`src/design/adcsr_pkg.sv`:
```
// Purpose: Shared constants and types for the converter status/mode bank
// Assumes: Serial link sampled on mclk; MSB-first framing
// Notes: Register indices equal register_select codes
package adcsr_pkg;
  // Register select codes
  localparam logic [2:0] SEL_STATUS = 3'h0;
  localparam logic [2:0] SEL_MODE = 3'h1;
  localparam logic [2:0] SEL_CONFIG = 3'h2;
  localparam logic [2:0] SEL_DATA = 3'h3;
  // Reset values
  localparam logic [7:0] STATUS_RESET = 8'h80;
  localparam logic [23:0] MODE_RESET = 24'h080060;
  // Writable bits of the mode register (17,16,14,12 fixed zero)
  localparam logic [23:0] MODE_WMASK = 24'hfcafff;
  // Mode field positions
  localparam int MODE_APPEND_BIT = 20;
  localparam int MODE_PARITY_BIT = 13;
  // Status field positions
  localparam int SR_PEND = 7;
  localparam int SR_CLAMP = 6;
  localparam int SR_MISSING_REFERENCE_FLAG = 5;
  localparam int SR_PAR = 4;
  // Communications byte positions
  localparam int CR_GATE_N = 7;
  localparam int CR_READ = 6;
  localparam int CR_SEL_HI = 5;
  localparam int CR_SEL_LO = 3;
  // Frame lengths in bits
  localparam logic [5:0] LEN_CMD = 6'h08;
  localparam logic [5:0] LEN_STATUS = 6'h08;
  localparam logic [5:0] LEN_MODE = 6'h18;
  localparam logic [5:0] LEN_DATA = 6'h18;
  localparam logic [5:0] LEN_DATA_ST = 6'h20;

  // Converter-side events presented to the bank
  typedef struct packed {
    logic result_load;     // New result written to data register
    logic result_clamped;  // That result was clamped
    logic [2:0] channel;   // Channel used for that result
    logic [23:0] result;   // The result word
    logic pre_update;      // Warning: data about to be replaced
    logic power_idle;      // Entering power-down or idle
    logic ref_low;         // Selected reference below threshold
    logic conv_start;      // Write that starts a conversion
  } adcsr_conv_t;
endpackage : adcsr_pkg

```
`src/design/adcsr_sync.sv`:
```
// Purpose: Two-flop synchroniser for asynchronous pin inputs
// Assumes: Destination clock is mclk
// Notes: First stage feeds only the second stage
`timescale 1ns/1ns
`default_nettype none
module adcsr_sync
#(
  parameter logic INIT = 1'b0 // Reset level, the idle level of the pin
)
(
  input wire logic mclk,
  input wire logic reset,
  input wire logic async_in,
  output logic sync_out
);
  logic meta; // First stage, read only by the second

  // Double register the pin
  always_ff @(posedge mclk or posedge reset)
  begin
    if (reset)
    begin
      meta <= INIT;
      sync_out <= INIT;
    end
    else
    begin
      meta <= async_in;
      sync_out <= meta;
    end
  end
endmodule // adcsr_sync
`default_nettype wire

```
`src/design/adcsr_bank.sv`:
```
// Purpose: Status and mode registers behind a three-wire serial port
// Assumes: Host changes serial_in on falling edge; device samples rising
// Notes: Output changes after falling edge; converter core is outside
`timescale 1ns/1ns
`default_nettype none
module adcsr_bank
(
  input wire logic mclk,
  input wire logic reset,
  input wire logic serial_clk,
  input wire logic serial_in,
  input wire logic filter_restart_n,
  input wire logic reference_detect_enable,
  input wire adcsr_pkg::adcsr_conv_t conv,
  output logic serial_out_ready_pin,
  output logic [23:0] operating_mode,
  output logic modulator_reset,
  output logic [7:0] converter_status
);
  // Serial state machine
  typedef enum logic [1:0]
  {
    ST_CMD = 2'b00,
    ST_WR = 2'b01,
    ST_RD = 2'b10
  } adcsr_state_t;

  adcsr_state_t state; // Current phase of access
  logic sclk_s; // Synchronised serial clock
  logic sdi_s; // Synchronised serial data
  logic restart_n_s; // Synchronised restart pin
  logic sclk_d; // Previous serial clock level
  logic rise; // Serial clock rising edge
  logic fall; // Serial clock falling edge
  logic [5:0] bit_cnt; // Bits handled in this phase
  logic [5:0] frame_len; // Length of data phase
  logic [6:0] cmd_sh; // Command bits after gate
  logic [23:0] wr_sh; // Incoming write bits
  logic [31:0] rd_sh; // Outgoing read bits
  logic [2:0] reg_sel; // Selected register
  logic [23:0] data_reg; // Held conversion result
  logic pend; // Conversion pending flag
  logic clamp; // Result clamped flag
  logic [2:0] chan_tag; // Source channel tag
  logic data_read_done; // Data register read finished
  logic mode_write; // Mode write completes
  logic cmd_done; // Last command bit sampled
  logic [23:0] wr_word; // Write word incl. last bit
  logic rd_bit; // Current outgoing bit
  logic [7:0] next_status; // Status value for the next cycle

  // Parity of the held result
  function automatic logic odd_ones(input logic [23:0] w);
    odd_ones = ^w;
  endfunction

  // Pin synchronisers; reset to idle high so no false edge follows reset
  adcsr_sync #(.INIT(1'b1)) u_sync_clk (.mclk(mclk), .reset(reset),
    .async_in(serial_clk), .sync_out(sclk_s));
  adcsr_sync #(.INIT(1'b1)) u_sync_din (.mclk(mclk), .reset(reset),
    .async_in(serial_in), .sync_out(sdi_s));
  adcsr_sync #(.INIT(1'b1)) u_sync_rst (.mclk(mclk), .reset(reset),
    .async_in(filter_restart_n), .sync_out(restart_n_s));

  // Edge detection on synchronised clock, idle high
  always_ff @(posedge mclk or posedge reset)
  begin
    if (reset)
      sclk_d <= 1'b1;
    else
      sclk_d <= sclk_s;
  end
  assign rise = sclk_s & ~sclk_d;
  assign fall = ~sclk_s & sclk_d;

  // Phase decode
  assign cmd_done = (state == ST_CMD) && rise && (bit_cnt != 6'h00)
    && (bit_cnt == adcsr_pkg::LEN_CMD - 6'h01);
  assign wr_word = {wr_sh[22:0], sdi_s};
  assign mode_write = (state == ST_WR) && rise
    && (bit_cnt == frame_len - 6'h01) && (reg_sel == adcsr_pkg::SEL_MODE);
  assign data_read_done = (state == ST_RD) && rise
    && (bit_cnt == frame_len - 6'h01) && (reg_sel == adcsr_pkg::SEL_DATA);

  // Data phase length per register
  always_comb
  begin
    unique case (reg_sel)
      adcsr_pkg::SEL_STATUS: frame_len = adcsr_pkg::LEN_STATUS;
      adcsr_pkg::SEL_DATA: frame_len =
        operating_mode[adcsr_pkg::MODE_APPEND_BIT] ? adcsr_pkg::LEN_DATA_ST
        : adcsr_pkg::LEN_DATA;
      default: frame_len = adcsr_pkg::LEN_MODE;
    endcase
  end

  // Command and phase sequencing
  always_ff @(posedge mclk or posedge reset)
  begin
    if (reset)
    begin
      state <= ST_CMD;
      bit_cnt <= 6'h00;
      cmd_sh <= 7'h00;
      reg_sel <= 3'h0;
      wr_sh <= 24'h000000;
    end
    else
    begin
      unique case (state)
        ST_CMD:
        begin
          if (rise)
          begin
            if (bit_cnt == 6'h00)
            begin
              // Wait on a zero gate bit
              if (!sdi_s)
                bit_cnt <= 6'h01;
            end
            else if (cmd_done)
            begin
              bit_cnt <= 6'h00;
              reg_sel <= cmd_sh[4:2];
              if (cmd_sh[5])
                state <= ST_RD;
              else if (cmd_sh[4:2] == adcsr_pkg::SEL_MODE)
                state <= ST_WR;
              // Other writes are outside this bank
            end
            else
            begin
              cmd_sh <= {cmd_sh[5:0], sdi_s};
              bit_cnt <= bit_cnt + 6'h01;
            end
          end
        end
        ST_WR:
        begin
          if (rise)
          begin
            wr_sh <= wr_word;
            if (bit_cnt == frame_len - 6'h01)
            begin
              bit_cnt <= 6'h00;
              state <= ST_CMD;
            end
            else
              bit_cnt <= bit_cnt + 6'h01;
          end
        end
        ST_RD:
        begin
          // Leave on the last rising edge so the pin shows ready again
          if (rise)
          begin
            if (bit_cnt == frame_len - 6'h01)
            begin
              bit_cnt <= 6'h00;
              state <= ST_CMD;
            end
            else
              bit_cnt <= bit_cnt + 6'h01;
          end
        end
        default:
          state <= ST_CMD;
      endcase
    end
  end

  // Read shifter: loaded at command end, shifts on falling edges
  always_ff @(posedge mclk or posedge reset)
  begin
    if (reset)
      rd_sh <= 32'h00000000;
    else if (cmd_done)
    begin
      unique case (cmd_sh[4:2])
        adcsr_pkg::SEL_STATUS: rd_sh <= {converter_status, 24'h000000};
        adcsr_pkg::SEL_MODE: rd_sh <= {operating_mode, 8'h00};
        adcsr_pkg::SEL_DATA: rd_sh <= {data_reg, converter_status};
        default: rd_sh <= 32'h00000000;
      endcase
    end
    else if (state == ST_RD && fall && bit_cnt != 6'h00)
      rd_sh <= {rd_sh[30:0], 1'b0};
  end
  assign rd_bit = rd_sh[31];

  // Mode register; fixed-zero bits masked
  always_ff @(posedge mclk or posedge reset)
  begin
    if (reset)
      operating_mode <= adcsr_pkg::MODE_RESET;
    else if (mode_write)
      operating_mode <= wr_word & adcsr_pkg::MODE_WMASK;
  end

  // Filter/modulator reset pulse on mode writes
  always_ff @(posedge mclk or posedge reset)
  begin
    if (reset)
      modulator_reset <= 1'b0;
    else
      modulator_reset <= mode_write;
  end

  // Held result and its channel
  always_ff @(posedge mclk or posedge reset)
  begin
    if (reset)
    begin
      data_reg <= 24'h000000;
      chan_tag <= 3'h0;
    end
    else if (conv.result_load)
    begin
      data_reg <= conv.result;
      chan_tag <= conv.channel;
    end
  end

  // Pending flag: set events win over load
  always_ff @(posedge mclk or posedge reset)
  begin
    if (reset)
      pend <= 1'b1;
    else if (data_read_done || conv.pre_update)
      pend <= 1'b1;
    else if (conv.power_idle || !restart_n_s)
      pend <= 1'b1;
    else if (mode_write)
      pend <= 1'b1;
    else if (conv.result_load)
      pend <= 1'b0;
  end

  // Clamped flag follows each result load
  always_ff @(posedge mclk or posedge reset)
  begin
    if (reset)
      clamp <= 1'b0;
    else if (conv.result_load)
      clamp <= conv.result_clamped;
    else if (conv.conv_start || mode_write)
      clamp <= 1'b0;
  end

  // Status assembly from the live flags
  always_comb
  begin
    next_status = 8'h00;
    next_status[adcsr_pkg::SR_PEND] = pend;
    next_status[adcsr_pkg::SR_CLAMP] = clamp;
    next_status[adcsr_pkg::SR_MISSING_REFERENCE_FLAG] =
      conv.ref_low & reference_detect_enable;
    next_status[adcsr_pkg::SR_PAR] =
      operating_mode[adcsr_pkg::MODE_PARITY_BIT] & odd_ones(data_reg);
    next_status[2:0] = chan_tag;
  end

  // Status register, read-only to the host
  always_ff @(posedge mclk or posedge reset)
  begin
    if (reset)
      converter_status <= adcsr_pkg::STATUS_RESET;
    else
      converter_status <= next_status;
  end

  // Shared out/ready pin: data while reading, else pending flag
  always_ff @(posedge mclk or posedge reset)
  begin
    if (reset)
      serial_out_ready_pin <= 1'b1;
    else if (state == ST_RD)
      serial_out_ready_pin <= rd_bit;
    else
      serial_out_ready_pin <= pend;
  end
endmodule // adcsr_bank
`default_nettype wire

```
`config.mk`:
```
export PLATFORM = sky130hd
export DESIGN_NAME = adcsr_bank
export DESIGN_NICKNAME = d
export VERILOG_FILES = /design/src/design/adcsr_pkg.sv /design/src/design/adcsr_sync.sv /design/src/design/adcsr_bank.sv
export SDC_FILE = /design/constraint.sdc
export NUM_CORES = 1
export LEC_CHECK = 0
export ABC_AREA = 0
export BUFFER_PORTS_ARGS = -buffer_cell sky130_fd_sc_hd__buf_4
export CELL_PAD_IN_SITES_DETAIL_PLACEMENT = 0
export CELL_PAD_IN_SITES_GLOBAL_PLACEMENT = 1
export CORE_AREA = 3 3 115 117
export CTS_CLUSTER_SIZE = 12
export DETAILED_ROUTE_END_ITERATION = 16
export DIE_AREA = 0 0 118 120
export GPL_TIMING_DRIVEN = 0
export PLACE_DENSITY = 0.82
export SYNTH_ARGS = -nofsm -noshare
export SYNTH_HDL_FRONTEND = slang
export SYNTH_HIERARCHICAL = 1
export SYNTH_SLANG_ARGS = --single-unit
export TNS_END_PERCENT = 10
```
`constraint.sdc`:
```
create_clock -name mclk -period 8.6 [get_ports mclk]
set_input_delay 1.29 -clock mclk [delete_from_list [all_inputs] [get_ports mclk]]
set_output_delay 1.29 -clock mclk [all_outputs]
set_load 0.02 [all_outputs]
```
Word level (Yosys, flattened, before mapping)
Cells that the tools add are included.

operators by class
  muxes and demuxes = 27
  equality and inequality tests = 15
  reductions and logical operators = 31
  bitwise operators = 8
  $add $sub $neg = 2

operators with widths
  kind                 number
  $pmux 32 s3          1
  $mux 32              2
  $mux 6               7
  $pmux 6 s2           2
  $reduce_xor 24->1    1
  $mux 2               7
  $reduce_and 4->1     3
  $logic_and 1x1->1    11
  $mux 1               7
  $add 6x1->6 const B  1
  $eq 3x1->1 const B   2
  $eq 3x2->1 const B   2
  $eq 6x3->1 const B   1
  $eq 6x6->1           1
  $logic_not 3->1      2
  $logic_not 6->1      1
  $ne 2x2->1 const B   3
  $reduce_and 6->1     1
  $reduce_bool 2->1    3
  $reduce_bool 6->1    1
  $sub 6x1->6 const B  1
  $and 1x1->1          4
  $ne 2x1->1 const B   2
  $not 1->1            4
  other kinds (11)     13

word-level totals
  word-level logic and storage cells = 104
  register bits = 137
  bits of input ports = 39

Longest topological paths before layout
  depth in word-level cells = 9
  mapped depth = 10
  gate-level depth less buffers = 9

Hierarchy
The synthesis kept the hierarchy.

modules (own cells, without submodules)
  module      cells each  sequential area each (um^2)  area an instance (um^2)  times used
  adcsr_bank  514         3286.9                       5985.7                   1
  adcsr_sync  3           52.6                         56.3                     3

Least setup slack after synthesis
No wires, ideal clock.

  path kind = flip-flop to flip-flop
  start point = register reg_sel[0]
  end point = register operating_mode[0]
  setup time = 0.128 ns
  arrival = 2.329 ns
  required time = 8.472 ns
  buffers on the path = 1
  slack = 6.143 ns
  cell stages (with the launch flop) = 11
  cell sequence = dfrtp_1 -> or2_2 -> a21oi_1 -> ha_1 -> xor2_1 -> and3_1 -> o21ai_1 -> nor3b_1 -> nand4b_1 -> buf_2 -> mux2_1

on the way
  cells in the longest elaborated chain, start to end = 6
  elaborated cells between the ends (all ways) = 8
  those cells by class = 1 x add/sub; 3 x eq/ne; 1 x mux; 3 x reduce/logical

RTL lines
  item                                           RTL line           RTL
  from (decl)                                    adcsr_bank.sv:40   logic [2:0] reg_sel;
  from (signal assigned)                         adcsr_bank.sv:124  reg_sel <= cmd_sh[4:2];
  $eq 3x2->1 or $logic_not 3->1 (tied branches)  adcsr_bank.sv:88   unique case (reg_sel)
  $pmux 6 s2                                     adcsr_bank.sv:88
  $sub 6x1->6                                    adcsr_bank.sv:81   && (bit_cnt == frame_len - 6'h01) && (reg_sel == adcsr_pkg::SEL_MODE);
  $eq 6x6->1                                     adcsr_bank.sv:81
  $logic_and 1x1->1                              adcsr_bank.sv:81
  $logic_and 1x1->1 *                            adcsr_bank.sv:81
  to (signal assigned)                           adcsr_bank.sv:195  operating_mode <= adcsr_pkg::MODE_RESET;
  to (signal assigned)                           adcsr_bank.sv:197  operating_mode <= wr_word & adcsr_pkg::MODE_WMASK;
  to (decl)                                      adcsr_bank.sv:16   output logic [23:0] operating_mode,

Mark *: on every way between the ends. The rest lies on a longest branch, timed or not.
A chain may end at the register's enable or synchronous reset.

Final worst setup path
  start point = register reg_sel[1]
  end point = register operating_mode[0]

The elaborated chain is that of the path after synthesis.

==> key figures <==
Die
  – Initial Util: 49.4%
  – Boundary Pins: 73
  – # rows: 41
  – Die area: 14200 um^2
  – Die X: 118 um
  – Core area: 12500 um^2
  – Die Y: 120 um

Logic synthesis
  – Synth top area cells: dfrtp_1 (50%), mux2_2 (15%), dfstp_2 (5.5%)
  – Yosys reg bits: 137
  – Area leader, netlist: dfrtp_1
  – Register area share after synthesis: 56.0%
  – Post-synth EDFFs: 0
  – Main synth FF type: dfrtp_1
  – Library cells used by synthesis: 45
  – Mean Syn Cell Area: 11.8 um^2
  – Mapped cell area: 6150 um^2
  – Top-count cell post-synth: dfrtp_1
  – Most frequent cells after synthesis: dfrtp_1 (124), mux2_2 (80), a21oi_1 (45)
  – Async S/R FF share, synth: 100%
  – Yosys warning count: 6
  – Top cell type's share of synthesized area: 50.4%
  – Cells after synthesis: 523

Global routing
  – GR Util All Layers: 20.8%
  – Initial antenna violation count: 0
  – Pin count of the biggest net entering global routing: 81
  – Vias in the first global route: 4310
  – First-pass GRT wire length: 22.6 mm
  – Gr ovfl total: 0

STA
  – Final WS setup: 5.72 ns
  – Fmax: 0.347 GHz
  – Slew headroom: 39.5%
  – Min Hold Slack: 0.355 ns
  – Number of setup violations in the final report: 0
  – Fin crit share: 33.5%
  – Least-Margin Pin Slew: 0.901 ns
  – RSZ-0062 raised after global routing: false
  – Setup TNS: 0 ns
  – Min Tclk post-route: 2.88 ns
  – Slew Limit Fails: 0
  – Skew final: 0.0129 ns
  – Final Hold Vio Count: 0

Clock tree
  – Root buffer cell: clkbuf_16
  – CTS tree: done
  – Setup bufs post-CTS: 0
  – CTS clock-pin slew for the worst setup and hold paths: 0.06 ns
  – CTS Sinks: 137
  – Clock Latency Late Sink: 0.42 ns
  – Post-CTS Hold Buffers: 0
  – Cts bufs inserted: 17
  – Max Root-Sink Buffers: 2
  – H-tree Lvls: 4
  – CTS resizes: 0

Worst setup path
  – Critical Path RT: 8.90 ns
  – Setup Crit Path Kind: reg2reg
  – Worst Setup SP: reg_sel[1]
  – Worst-path fanout max: 10
  – Worst R2R Setup Slack: 5.72 ns
  – Critical R2R Launch: reg_sel[1]
  – Reg2reg end: operating_mode[0]
  – Crit start category: flip-flop
  – Crit end category: flip-flop
  – Number of cells on the worst reg-to-reg path: 10
  – CP Data Arrival Time: 3.18 ns

Layout
  – Final Net Count: 659
  – Antenna fix cells: 0
  – Fin util: 60.2%
  – Max reg flops: 32
  – Reg area: 3440 um^2
  – Footprint of the multi-input gates: 2510 um^2
  – Fraction of layout cells with a size suffix above 1: 33.2%
  – Area growth syn-to-layout: 21.9%
  – Layout fillers: 1023

Flow run
  – Max cap viols: 0

Drt
  – DR WL/cell: 17.3 um
  – Via count: 4180
  – First-pass detailed-route iteration total: 4
  – ANT nets after route: 0
  – Avg Vias per Cell: 5.24
  – # DRC: 0
  – Final WL: 13.8 mm
  – DR iter-0 viols: 205

Placed design
  – Global placement routability congestion: 0.823
  – I/O Buffers: 66
  – Hpwl dp: 9.96 mm
  – Placement Setup Slack: 5.68 ns

Hold path
  – Hold Crit Class: reg2reg
  – Hold path cells: 0
  – Hold Path End: u_sync_clk/sync_out
  – Hold path start: u_sync_clk/meta

Power
  – Peak VDD IR: 178 uV
  – Power Total: 2.13 mW
  – Lkg Pwr: 3.47 nW
  – Power Density: 284 nW/um^2

Run status
  – Status: completed
layer usage:
| layer | share of wire (%) | up-vias | track usage [%] |
|---|---|---|---|
| li1 | - | 2009 | - |
| met4 | 2.2 | 0 | 9.23 |
| met2 | 47 | 91 | 31.7 |
| met3 | 4.2 | 20 | 5.37 |
| met5 | 0 | - | 0 |
| met1 | 47 | 2060 | 28.2 |
critical path: stages, from the launching register on:
cell and delay, ns:
dfrtp_1 0.43, or2_2 0.29, a21oi_1 0.15, ha_1 0.17, xor2_1 0.17, and3_1 0.18
o21ai_1 0.13, nor3b_1 0.32, nand4b_1 0.27, buf_2 0.31, mux2_1 0.34
kinds of logic after synthesis:
logic type,Yosys count,synth area share [%]
simple gates,123,9.49
compound gates,86,8.31
mux,99,17.8
xor+xnor,25,3.56
buf+inv,45,3.42
other cells,1,0.0609
flops,137,56.0
fa+ha+maj,7,1.42
how the worst max path moves through the flow:
| stage | end | slack, ns | depth (start not counted) |
|---|---|---|---|
| after CTS | operating_mode[0] | 5.67 | 10 |
| after floorplan | bit_cnt[0] | 3.82 | 1 |
| final | operating_mode[0] | 5.72 | 10 |
| after global routing | operating_mode[0] | 5.43 | 10 |
| after global placement | data_reg[2] | 2.41 | 2 |
| after detailed placement | operating_mode[0] | 5.68 | 10 |
power breakdown:
group | total [mW] | internal (mW) | switching (mW) | leakage [nW]
Clock | 0.721 | 0.439 | 0.282 | 0.282
Combinational | 0.542 | 0.250 | 0.291 | 1.45
Sequential | 0.866 | 0.771 | 0.0954 | 1.73
Total | 2.13 | 1.46 | 0.669 | 3.47
layout by cell type, fill, tap and decap left out, types with 14 or more instances in the layout:
cell type / netlist / routed
dfrtp_1: 124 / 124
clkbuf_16: 0 / 17
a21oi_1: 45 / 45
xnor2_1: 21 / 21
mux2i_1: 17 / 17
nand3_1: 14 / 14
clkbuf_1: 16 / 18
nor3_1: 22 / 22
buf_4: 5 / 71
nor2_1: 42 / 42
nand2_1: 26 / 26
mux2_2: 80 / 80
stage by stage:
| stage | cells | instance area [um^2] |
|---|---|---|
| finish | 798 | 7500 |
| global route | 798 | 7500 |
| CTS | 798 | 7500 |
| detailed placement | 766 | 6910 |
| global placement | 765 | 6880 |
| floorplan | 527 | 6170 |
final cells by class:
cell class / instances / share of cell area, %
well taps: 172 / 2.87
plain buffers: 31 / 2.10
multi-input cells: 345 / 33.5
clock inverters: 12 / 1.88
flip-flops and latches: 137 / 45.9
inverters: 14 / 0.767
clock buffers: 20 / 5.95
repair buffers: 67 / 6.97
Note: power is estimated with default switching activity, not from simulation.
